**src/rtl/fadrv_pkg.sv**
```systemverilog
package fadrv_pkg;

  localparam int NUM_AXES = 4;
  localparam int CLK_HZ = 40_000_000;
  localparam int STEP_FMAX_HZ = 750_000;
  // Shortest step period, rounded up so the rate never exceeds the limit
  localparam int STEP_MIN_PERIOD_CYC = (CLK_HZ + STEP_FMAX_HZ - 1) / STEP_FMAX_HZ;
  localparam int STEP_HIGH_CYC = STEP_MIN_PERIOD_CYC / 2;
  localparam int CNT_W = 8;
  localparam int TRAVEL_W = 32;
  localparam int ACC_W = 24;
  localparam int SETPOINT_W = 16;
  // Velocity word for the top step rate, rounded down so it never exceeds that rate
  localparam logic [ACC_W-1:0] VEL_MAX =
    ACC_W'((longint'(STEP_FMAX_HZ) << ACC_W) / longint'(CLK_HZ));
  localparam logic [CNT_W-1:0] GAP_RELOAD = CNT_W'(STEP_MIN_PERIOD_CYC - 1);
  localparam logic [CNT_W-1:0] HIGH_RELOAD = CNT_W'(STEP_HIGH_CYC - 1);
  localparam logic [CNT_W-1:0] CNT_ZERO = 8'h00;

  typedef enum logic {
    FADRV_ANALOG = 1'b0,
    FADRV_STEPPER = 1'b1
  } fadrv_drive_t;

endpackage

```
**src/rtl/fadrv_axis_step.sv**
```systemverilog
`timescale 1ns/1ps
module fadrv_axis_step #(
  parameter int TRAVEL_W = fadrv_pkg::TRAVEL_W,
  parameter int VEL_W = fadrv_pkg::ACC_W
) (
  input wire logic clk,
  input wire logic arst_n,
  input wire logic run,
  input wire logic start,
  input wire logic [TRAVEL_W-1:0] travel,
  input wire logic [VEL_W-1:0] vel,
  input wire logic ccw,
  output logic step_q,
  output logic dir_q,
  output logic busy_q
);

  logic [VEL_W-1:0] acc_q;
  logic pend_q;
  logic [fadrv_pkg::CNT_W-1:0] gap_q;
  logic [fadrv_pkg::CNT_W-1:0] hi_q;
  logic [TRAVEL_W-1:0] remain_q;
  logic [VEL_W:0] sum;
  logic accept;
  logic fire;

  function automatic logic [VEL_W-1:0] clamp_vel(input logic [VEL_W-1:0] v);
    return (v > VEL_W'(fadrv_pkg::VEL_MAX)) ? VEL_W'(fadrv_pkg::VEL_MAX) : v;
  endfunction

  assign accept = start & run & ~busy_q & (remain_q == '0) & (travel != '0);
  assign sum = {1'b0, acc_q} + {1'b0, clamp_vel(vel)};
  // Min gap holds a carry back, so the rate is capped, not wrapped
  assign fire = busy_q & run & pend_q & (gap_q == fadrv_pkg::CNT_ZERO) & ~step_q & (remain_q != '0);

  always_ff @(posedge clk or negedge arst_n) begin
    if (!arst_n) begin
      acc_q <= '0;
      pend_q <= 1'b0;
    end else if (accept || !busy_q) begin
      acc_q <= '0;
      pend_q <= 1'b0;
    end else begin
      acc_q <= sum[VEL_W-1:0];
      pend_q <= sum[VEL_W] | (pend_q & ~fire);
    end
  end

  always_ff @(posedge clk or negedge arst_n) begin
    if (!arst_n) begin
      gap_q <= fadrv_pkg::CNT_ZERO;
    end else if (accept || fire) begin
      gap_q <= fadrv_pkg::GAP_RELOAD;
    end else if (gap_q != fadrv_pkg::CNT_ZERO) begin
      gap_q <= gap_q - 8'h01;
    end
  end

  always_ff @(posedge clk or negedge arst_n) begin
    if (!arst_n) begin
      step_q <= 1'b0;
      hi_q <= fadrv_pkg::CNT_ZERO;
    end else if (!run) begin
      step_q <= 1'b0;
      hi_q <= fadrv_pkg::CNT_ZERO;
    end else if (fire) begin
      step_q <= 1'b1;
      hi_q <= fadrv_pkg::HIGH_RELOAD;
    end else if (hi_q != fadrv_pkg::CNT_ZERO) begin
      hi_q <= hi_q - 8'h01;
    end else begin
      step_q <= 1'b0;
    end
  end

  always_ff @(posedge clk or negedge arst_n) begin
    if (!arst_n) begin
      remain_q <= '0;
      busy_q <= 1'b0;
      dir_q <= 1'b0;
    end else if (!run) begin
      remain_q <= '0;
      busy_q <= 1'b0;
    end else if (accept) begin
      remain_q <= travel;
      busy_q <= 1'b1;
      dir_q <= ccw;
    end else begin
      if (fire) begin
        remain_q <= remain_q - TRAVEL_W'(1);
      end
      if (remain_q == '0 && !step_q) begin
        busy_q <= 1'b0;
      end
    end
  end

  logic [fadrv_pkg::CNT_W-1:0] since_q;
  logic [TRAVEL_W-1:0] issued_q;
  logic [TRAVEL_W-1:0] goal_q;
  logic step_prev_q;

  always_ff @(posedge clk or negedge arst_n) begin
    if (!arst_n) begin
      since_q <= fadrv_pkg::GAP_RELOAD;
      issued_q <= '0;
      goal_q <= '0;
      step_prev_q <= 1'b0;
    end else begin
      step_prev_q <= step_q;
      if (step_q && !step_prev_q) begin
        since_q <= fadrv_pkg::CNT_ZERO;
      end else if (since_q != fadrv_pkg::GAP_RELOAD) begin
        since_q <= since_q + 8'h01;
      end
      if (accept) begin
        issued_q <= '0;
        goal_q <= travel;
      end else if (step_q && !step_prev_q) begin
        issued_q <= issued_q + TRAVEL_W'(1);
      end
    end
  end

  a_step_spacing: assert property (@(posedge clk) disable iff (!arst_n)
    (step_q && !step_prev_q) |-> (since_q == fadrv_pkg::GAP_RELOAD))
    else $error("Step edges closer than minimum period");

  a_dir_stable: assert property (@(posedge clk) disable iff (!arst_n)
    (step_q || $rose(step_q)) |-> $stable(dir_q))
    else $error("Direction changed while step high");

  a_ccw_sense: assert property (@(posedge clk) disable iff (!arst_n)
    accept |=> (dir_q == $past(ccw)) ##1 (!step_q))
    else $error("Direction not taken from command");

  a_travel_count: assert property (@(posedge clk) disable iff (!arst_n)
    ($fell(busy_q) && $past(run)) |-> (issued_q == goal_q))
    else $error("Step count differs from travel");

  c_move_done: cover property (@(posedge clk) disable iff (!arst_n)
    $fell(busy_q) && run && (goal_q > TRAVEL_W'(2)));

  c_dir_change: cover property (@(posedge clk) disable iff (!arst_n)
    accept && (ccw != dir_q));

endmodule

```
**src/rtl/fadrv_top.sv**
```systemverilog
`timescale 1ns/1ps
// What this block does
// - Step, direction, enable each true and complemented
// - Step count equals commanded travel
// - Rate follows velocity, capped at 750 kHz
// - Direction high means counterclockwise
// - Enable active once closed-loop control starts
// - Enable output and relay change together
// - Analog axis: setpoint plus enable contact
// - Fixed mapping of signal groups to axes
// - Each axis runs by its own type
// - Any analog/stepper mix over four axes
module fadrv_top #(
  parameter int NUM_AXES = fadrv_pkg::NUM_AXES,
  parameter int TRAVEL_W = fadrv_pkg::TRAVEL_W,
  parameter int VEL_W = fadrv_pkg::ACC_W,
  parameter int SETPOINT_W = fadrv_pkg::SETPOINT_W
) (
  input wire logic mclk,
  input wire logic arst_n,
  input wire logic [NUM_AXES-1:0] drive_type,
  input wire logic [NUM_AXES-1:0] loop_active,
  input wire logic [NUM_AXES-1:0] move_start,
  input wire logic [NUM_AXES*TRAVEL_W-1:0] move_travel,
  input wire logic [NUM_AXES*VEL_W-1:0] move_velocity,
  input wire logic [NUM_AXES-1:0] move_ccw,
  input wire logic [NUM_AXES*SETPOINT_W-1:0] analog_setpoint,
  output logic [NUM_AXES-1:0] step_strobe,
  output logic [NUM_AXES-1:0] step_strobe_inverted,
  output logic [NUM_AXES-1:0] rotation_sense,
  output logic [NUM_AXES-1:0] rotation_sense_inverted,
  output logic [NUM_AXES-1:0] power_enable,
  output logic [NUM_AXES-1:0] power_enable_inverted,
  output logic [NUM_AXES-1:0] drive_release_contact,
  output logic [NUM_AXES*SETPOINT_W-1:0] speed_setpoint,
  output logic [NUM_AXES-1:0] move_busy
);

  logic [NUM_AXES-1:0] step_int;
  logic [NUM_AXES-1:0] dir_int;
  logic [NUM_AXES-1:0] busy_int;
  logic [NUM_AXES-1:0] is_step;

  function automatic logic is_stepper(input logic t);
    return t == fadrv_pkg::FADRV_STEPPER;
  endfunction

  // Each index is one axis; no crossbar, so axis n always owns group n
  for (genvar i = 0; i < NUM_AXES; i++) begin : g_axis
    assign is_step[i] = is_stepper(drive_type[i]);

    fadrv_axis_step #(
      .TRAVEL_W(TRAVEL_W),
      .VEL_W(VEL_W)
    ) u_step (
      .clk(mclk),
      .arst_n(arst_n),
      .run(is_step[i] & loop_active[i]),
      .start(move_start[i]),
      .travel(move_travel[i*TRAVEL_W +: TRAVEL_W]),
      .vel(move_velocity[i*VEL_W +: VEL_W]),
      .ccw(move_ccw[i]),
      .step_q(step_int[i]),
      .dir_q(dir_int[i]),
      .busy_q(busy_int[i])
    );
  end

  // True and inverted lines loaded on the same edge, no skew between them
  always_ff @(posedge mclk or negedge arst_n) begin
    if (!arst_n) begin
      step_strobe <= '0;
      step_strobe_inverted <= '1;
      rotation_sense <= '0;
      rotation_sense_inverted <= '1;
      move_busy <= '0;
    end else begin
      step_strobe <= step_int & is_step;
      step_strobe_inverted <= ~(step_int & is_step);
      rotation_sense <= dir_int & is_step;
      rotation_sense_inverted <= ~(dir_int & is_step);
      move_busy <= busy_int;
    end
  end

  // Enable, its complement and the relay share one source and one edge
  always_ff @(posedge mclk or negedge arst_n) begin
    if (!arst_n) begin
      power_enable <= '0;
      power_enable_inverted <= '1;
      drive_release_contact <= '0;
    end else begin
      power_enable <= loop_active;
      power_enable_inverted <= ~loop_active;
      drive_release_contact <= loop_active;
    end
  end

  // Setpoint forced to zero unless an enabled analog axis
  for (genvar i = 0; i < NUM_AXES; i++) begin : g_sp
    always_ff @(posedge mclk or negedge arst_n) begin
      if (!arst_n) begin
        speed_setpoint[i*SETPOINT_W +: SETPOINT_W] <= '0;
      end else if (!is_step[i] && loop_active[i]) begin
        speed_setpoint[i*SETPOINT_W +: SETPOINT_W] <= analog_setpoint[i*SETPOINT_W +: SETPOINT_W];
      end else begin
        speed_setpoint[i*SETPOINT_W +: SETPOINT_W] <= '0;
      end
    end

    a_enable_follow: assert property (@(posedge mclk) disable iff (!arst_n)
      ##1 (power_enable[i] == $past(loop_active[i])))
      else $error("Enable does not follow loop state");

    a_enable_relay_same: assert property (@(posedge mclk) disable iff (!arst_n)
      (power_enable[i] == drive_release_contact[i]) && (power_enable_inverted[i] != power_enable[i]))
      else $error("Enable and relay differ");

    a_step_pair: assert property (@(posedge mclk) disable iff (!arst_n)
      (step_strobe[i] != step_strobe_inverted[i]) && (rotation_sense[i] != rotation_sense_inverted[i]))
      else $error("True and inverted lines equal");

    a_analog_quiet: assert property (@(posedge mclk) disable iff (!arst_n)
      (!is_step[i]) [*2] |-> !step_strobe[i] && !rotation_sense[i])
      else $error("Analog axis shows step activity");

    a_setpoint_gate: assert property (@(posedge mclk) disable iff (!arst_n)
      (!loop_active[i] || is_step[i]) |=> (speed_setpoint[i*SETPOINT_W +: SETPOINT_W] == '0))
      else $error("Setpoint present on disabled or stepper axis");

    c_analog_run: cover property (@(posedge mclk) disable iff (!arst_n)
      drive_release_contact[i] && (speed_setpoint[i*SETPOINT_W +: SETPOINT_W] != '0));

    c_mixed_axes: cover property (@(posedge mclk) disable iff (!arst_n)
      step_strobe[i] && (drive_type != '0) && (drive_type != '1));
  end

endmodule

```
**config.mk**
```make
export PLATFORM = sky130hd
export DESIGN_NAME = fadrv_top
export DESIGN_NICKNAME = d
export VERILOG_FILES = /design/src/rtl/fadrv_pkg.sv /design/src/rtl/fadrv_axis_step.sv /design/src/rtl/fadrv_top.sv
export SDC_FILE = /design/constraint.sdc
export NUM_CORES = 1
export LEC_CHECK = 0
export BUFFER_PORTS_ARGS = -buffer_cell sky130_fd_sc_hd__clkbuf_2
export CAP_MARGIN = 20
export CORE_AREA = 2 2 208 210
export CTS_BUF_LIST = sky130_fd_sc_hd__clkbuf_2 sky130_fd_sc_hd__clkbuf_4 sky130_fd_sc_hd__clkbuf_8
export CTS_CLUSTER_DIAMETER = 50
export DETAILED_ROUTE_END_ITERATION = 8
export DIE_AREA = 0 0 210 212
export GPL_TIMING_DRIVEN = 0
export PLACE_DENSITY = 0.86
export SLEW_MARGIN = 15
export SYNTH_ARGS = -nofsm -noshare
export SYNTH_HDL_FRONTEND = slang
export SYNTH_SLANG_ARGS = --single-unit
```
**constraint.sdc**
```tcl
create_clock -name mclk -period 4.7 [get_ports mclk]
set_input_delay 0.47 -clock mclk [delete_from_list [all_inputs] [get_ports mclk]]
set_output_delay 0.47 -clock mclk [all_outputs]
set_load 0.02 [all_outputs]
```
Word level (Yosys, flattened, before mapping). Index checks and enable logic that the tools add are counted.

Bits in registers: 396. Latch bits: 0. Memory bits (writable): 0. ROM bits: 0. Input port bits: 306. Logic and storage cells: 276. Memories: 0.

Add/subtract/negate cells: 16. Multiply operators: 0. Divide/modulo/power cells: 0. Order comparisons: 4. Equality and inequality tests: 16. Shift operators: 0. Mux-type cells: 72. Bitwise logic cells: 65. Reduce and logical (&&, ||, !) cells: 60.

Operators by type and width (count): 32-bit 2-to-1 mux (12); 32-bit nonzero test (8); 24-bit 2-to-1 mux (8); 8-bit 2-to-1 mux (20); 32-bit zero test (4); 32-bit by 1-bit subtractor with 32-bit output, second input constant (4); 24-bit by 24-bit adder with 25-bit output (4); 24-bit by 19-bit > comparator with 1-bit output, second input constant (4); 16-bit 2-to-1 mux (4); 8-bit nonzero test (8); 8-bit by 1-bit subtractor with 8-bit output, second input constant (8); 3-bit != test, second input constant (16); 1-bit bitwise AND (44); 8-bit zero test (4); 1-bit 2-to-1 mux (28); 1-bit zero test (12); 1-bit inverter (12); 4-bit inverter (3); 4-bit bitwise AND (2); 1-bit logical AND (8); 1-bit logical OR (8); 2-bit AND reduction (4); 2-bit nonzero test (4); 1-bit OR (4).

Logic depth before layout (Yosys ltp).
Depth in word-level cells: 10. Gate-level depth with buffers: 19. Depth with buffers taken out: 18.

Modules after synthesis. A second synthesis with hierarchy kept.

Cell total of the unflattened synthesis: 2673. Area total of the unflattened synthesis: 24850.1 um^2.

Modules (own cells, without submodules): fadrv_axis_step at g_axis[0].u_step ... (instances 3, cells an instance 632, area an instance 5482.8 um^2); fadrv_axis_step at g_axis[3].u_step (instances 1, cells an instance 581, area an instance 5277.6 um^2); fadrv_top (instances 1, cells an instance 196, area an instance 3124.2 um^2).

Worst setup path after synthesis. No wires, ideal clock.

Kind: input to register. From: in move_velocity[48]. To: reg g_axis[2].u_step.acc_q[23]. Library setup time: 0.132 ns. Arrival time: 4.595 ns. Path slack: -0.027 ns. Stages: 17. Path buffers: 1. Cells stage by stage: o311a_1 > o311a_1 > o311a_1 > nor3_1 > o21ai_0 > a21oi_1 > clkbuf_1 > and2_1 > ha_1 > a211o_1 > a211oi_1 > o41ai_1 > a2111oi_0 > o41ai_1 > a41oi_1 > xor2_1 > nor2_1.

Cells in the longest elaborated chain, start to end: 4.

RTL lines: from (decl) (RTL line fadrv_top.sv:25) `input wire logic [NUM_AXES*VEL_W-1:0] move_velocity,`; 24-bit by 19-bit > comparator with 1-bit output (RTL line fadrv_axis_step.sv:28) `return (v > VEL_W'(fadrv_pkg::VEL_MAX)) ? VEL_W'(fadrv_pkg::VEL_MAX) : v;`; 24-bit 2-to-1 mux * (RTL line fadrv_axis_step.sv:28); 24-bit by 24-bit adder with 25-bit output * (RTL line fadrv_axis_step.sv:32) `assign sum = {1'b0, acc_q} + {1'b0, clamp_vel(vel)};`; 24-bit 2-to-1 mux * (RTL line fadrv_axis_step.sv:40) `end else if (accept || !busy_q) begin`; to (signal assigned) (RTL line fadrv_axis_step.sv:44) `acc_q <= sum[VEL_W-1:0];`; to (decl) (RTL line fadrv_axis_step.sv:18) `logic [VEL_W-1:0] acc_q;`.

Every way passes the cells marked *; elsewhere a longest branch is shown, timed or not. A chain may end at the register's enable or synchronous reset.

Worst setup path in the final report.
From: in move_velocity[15]. To: reg g_axis[0].u_step.acc_q[23].

Cells in the longest elaborated chain, start to end: 4.

RTL lines (RTL line): 24-bit by 19-bit > comparator with 1-bit output (fadrv_axis_step.sv:28); 24-bit 2-to-1 mux * (fadrv_axis_step.sv:28); 24-bit by 24-bit adder with 25-bit output * (fadrv_axis_step.sv:32); 24-bit 2-to-1 mux * (fadrv_axis_step.sv:40); to (signal assigned) (fadrv_axis_step.sv:44); to (decl) (fadrv_axis_step.sv:18).

Marked as above.

==> summary.md <==
| Metric | Value |
|---|---|
| Status | finished, final reports clean |
| Crit Path Class | input pin to register |
| Vias in the first global route | 21768 |
| Leak | 14.0 nW |
| TritonCTS clock tree | done |
| Pre-CTS setup slack | -0.858 ns |
| Final min period | 4.55 ns |
| Via/cell ratio | 5.95 |
| Commonest non-fill, non-tap cell in the layout | clkbuf_2 |
| Final Slew Violations | 0 |
| Final worst setup slack | 0.151 ns |
| DRT Wirelength | 64100 um |
| Worst Setup End Kind | register |
| Power Density | 533 mW/mm2 |
| I/O Pins | 402 |
| Worst Setup Start Kind | input pin |
| Total Nets Final | 3480 |
| Max-slew headroom | 25.0% |
| Final instance area | 0.0278 mm2 |
| Largest net degree at the start of global routing | 91 |
| Starting Density | 53.9% |
| Required @ worst endpoint | 5.25 ns |
| Most frequent cells in the layout | clkbuf_2, dfrtp_1, nand2_1 |
| Overflow after GRT | 0 |
| Post-synthesis sequential area ratio | 43.3% |
| Peak Freq | 220 MHz |
| Yosys reg bits | 396 |
| Dpl cell area | 0.0258 mm2 |
| Ys flop type | dfrtp_1 |
| Setup violators final | 0 |
| Final period util | 96.8% |
| DP Cell Count | 3489 |
| Initial antenna violation count | 0 |
| YS warnings | 0 |
| Antenna cells | 0 |
| Post-DRT Antenna Nets | 0 |
| Top cell type's share of synthesized area | 41.9% |
| FFs w/ async S/R, synth | 100% |
| VDD IR max | 0.000313 V |
| Setup Skew | 0.0220 ns |
| Reg clk slew, reported paths | 0.06 ns |
| 1st-iter DRT viols | 1866 |
| HP Class | input pin to register |
| Port buffer count | 401 |
| Core Box Area | 0.0425 mm2 |
| CTS max path bufs | 3 |
| Crit path max fanout | 10 |
| Post-DR wirelength/cell | 17.5 um |
| Syn Std Cell Area | 0.0229 mm2 |
| Area Growth Syn to Fin | 21.3% |
| Total power | 14.8 mW |
| Total CTS buffers | 71 |
| EDFF count, synth | 0 |
| Fraction of layout instances using a drive strength above 1 | 21.0% |
| CP Data Arrival Time | 5.10 ns |
| H-tree depth | 3 |
| Area contributors post-synth | dfrtp_1, ha_1, nand2_1, nor2_1, a21oi_1 |
| Die W | 210 um |
| Final Hold Fails | 0 |
| GRT Total Usage | 28.4% |
| Row cnt | 76 |
| Syn avg cell area | 9.10 um2 |
| GP Congestion | 0.951 |
| Die Y | 212 um |
| Clk sink count | 396 |
| Root Buffer | clkbuf_8 |
| Post-Synthesis Cells | 2519 |
| Post-route setup TNS | 0 ns |
| Final HPWL DP | 45800 um |
| DR DRC count | 0 |
| Distinct cells, synth | 94 |
| Worst-Margin Slew | 1.12 ns |
| Clock Latency Late Sink | 0.64 ns |
| DRT Pass-1 Iters | 8 |
| Routed vias | 21724 |
| Max-cap viol count | 0 |
| Global-route wire length before repair | 104000 um |
| Area leader, netlist | dfrtp_1 |
| Die footprint | 0.0445 mm2 |
| Final Non-Filler Cells | 3654 |
registers in the layout, summed over array words and instances (netlist names):
signal and count:
g_axis.u_step.pend_q 4, g_axis.u_step.gap_q 32, speed_setpoint 64, g_axis.u_step.remain_q 128
step_strobe 4, drive_release_contact 4, g_axis.u_step.step_q 4, g_axis.u_step.hi_q 32
move_busy 4, g_axis.u_step.dir_q 4, rotation_sense_inverted 4, g_axis.u_step.busy_q 4
power_enable_inverted 4, rotation_sense 4, g_axis.u_step.acc_q 96, step_strobe_inverted 4
metrics by stage:
stage,utilization (%),hold WS [ns]
floorplan,-,0.174
global placement,60.4,0.388
detailed placement,60.7,0.389
CTS,65.3,0.000145
global route,65.5,0.0297
finish,65.5,0.0485
cell type report:
type                       instances  area, um2
tap                              546        683
multi-input combinational       1989      12500
clock inverter                    15        189
buffer                            84        400
clock buffer                     110       1370
inverter                          69        259
fill                            3294      14700
sequential                       396       9920
timing repair buffer             445       2510
Yosys cell counts (52+ instances only):
library cell    n
a21oi_1       161
xnor2_1        82
xor2_1         52
nor3_1        105
a21o_1         64
nor4_1         77
ha_1          114
nand2b_1       59
inv_1          66
nand2_1       292
dfrtp_1       384
nor2_1        231
and2_1        124
nand3_1        53
o21ai_0       144
per-layer routing:
layer | vias to the layer above | track usage (%) | routed length (um)
met4 | 0 | 14.1 | 2510
met1 | 10455 | 34.6 | 25500
met2 | 983 | 48.3 | 31300
li1 | 10071 | - | -
met5 | - | 0 | 0
met3 | 215 | 5.79 | 4770
what timing repair did:
item | CTS | global route
pin swaps | 0 | 3
resized for setup | 4 | 11
cloned | 0 | 0
endpoints found under the hold margin | 120 | 0
setup buffers | 0 | 6
endpoints found under the setup margin | 6 | 23
hold buffers | 34 | 0
worst max-delay path, stage by stage:
cell and delay [ns]:
clkbuf_2 0.09, nand2_1 0.07, o311a_1 0.34, o311a_1 0.32, o311a_1 0.29, nor3_1 0.21
o21ai_0 0.16, a21oi_2 0.23, clkbuf_2 0.23, and2_1 0.22, ha_1 0.27, a211oi_2 0.31
o211ai_1 0.20, a41oi_2 0.31, o21ai_0 0.25, o211ai_1 0.29, a31oi_1 0.20, or4_1 0.50
o2111ai_1 0.11
worst paths after layout:
path / from / end / slack (ns) / cells past startpoint
max reg2reg: g_axis[0].u_step.remain_q[0]$_DFFE_PN0P_ / g_axis[0].u_step.remain_q[27]$_DFFE_PN0P_ / 0.91 / 11
max in group asynchronous: arst_n / step_strobe_inverted[2]$_DFF_PN1_ / 2.86 / 4
min in group asynchronous: arst_n / speed_setpoint[53]$_DFF_PN0_ / 0.48 / 2
max: move_velocity[15] / g_axis[0].u_step.acc_q[23]$_DFF_PN0_ / 0.15 / 19
min: analog_setpoint[36] / speed_setpoint[36]$_DFF_PN0_ / 0.05 / 2
min reg2reg: g_axis[3].u_step.busy_q$_DFFE_PN0P_ / move_busy[3]$_DFF_PN0_ / 0.40 / 0
power by group:
group / internal [mW] / switching, mW
clock network: 2.08 / 1.49
logic: 2.60 / 3.98
registers: 4.10 / 0.600
cell families after synthesis:
kind of cell / Yosys count / share of synthesized area, %
and+or+nand+nor: 1118 / 25.0
AOI/OAI and AO/OA: 569 / 15.8
DFF: 396 / 43.3
buffers and inverters: 153 / 2.86
xor gates and xnor gates: 134 / 5.12
adders and majority gates: 118 / 6.57
muxes: 30 / 1.38
other: 1 / 0.0164
Power figures use the tool's default switching activity.
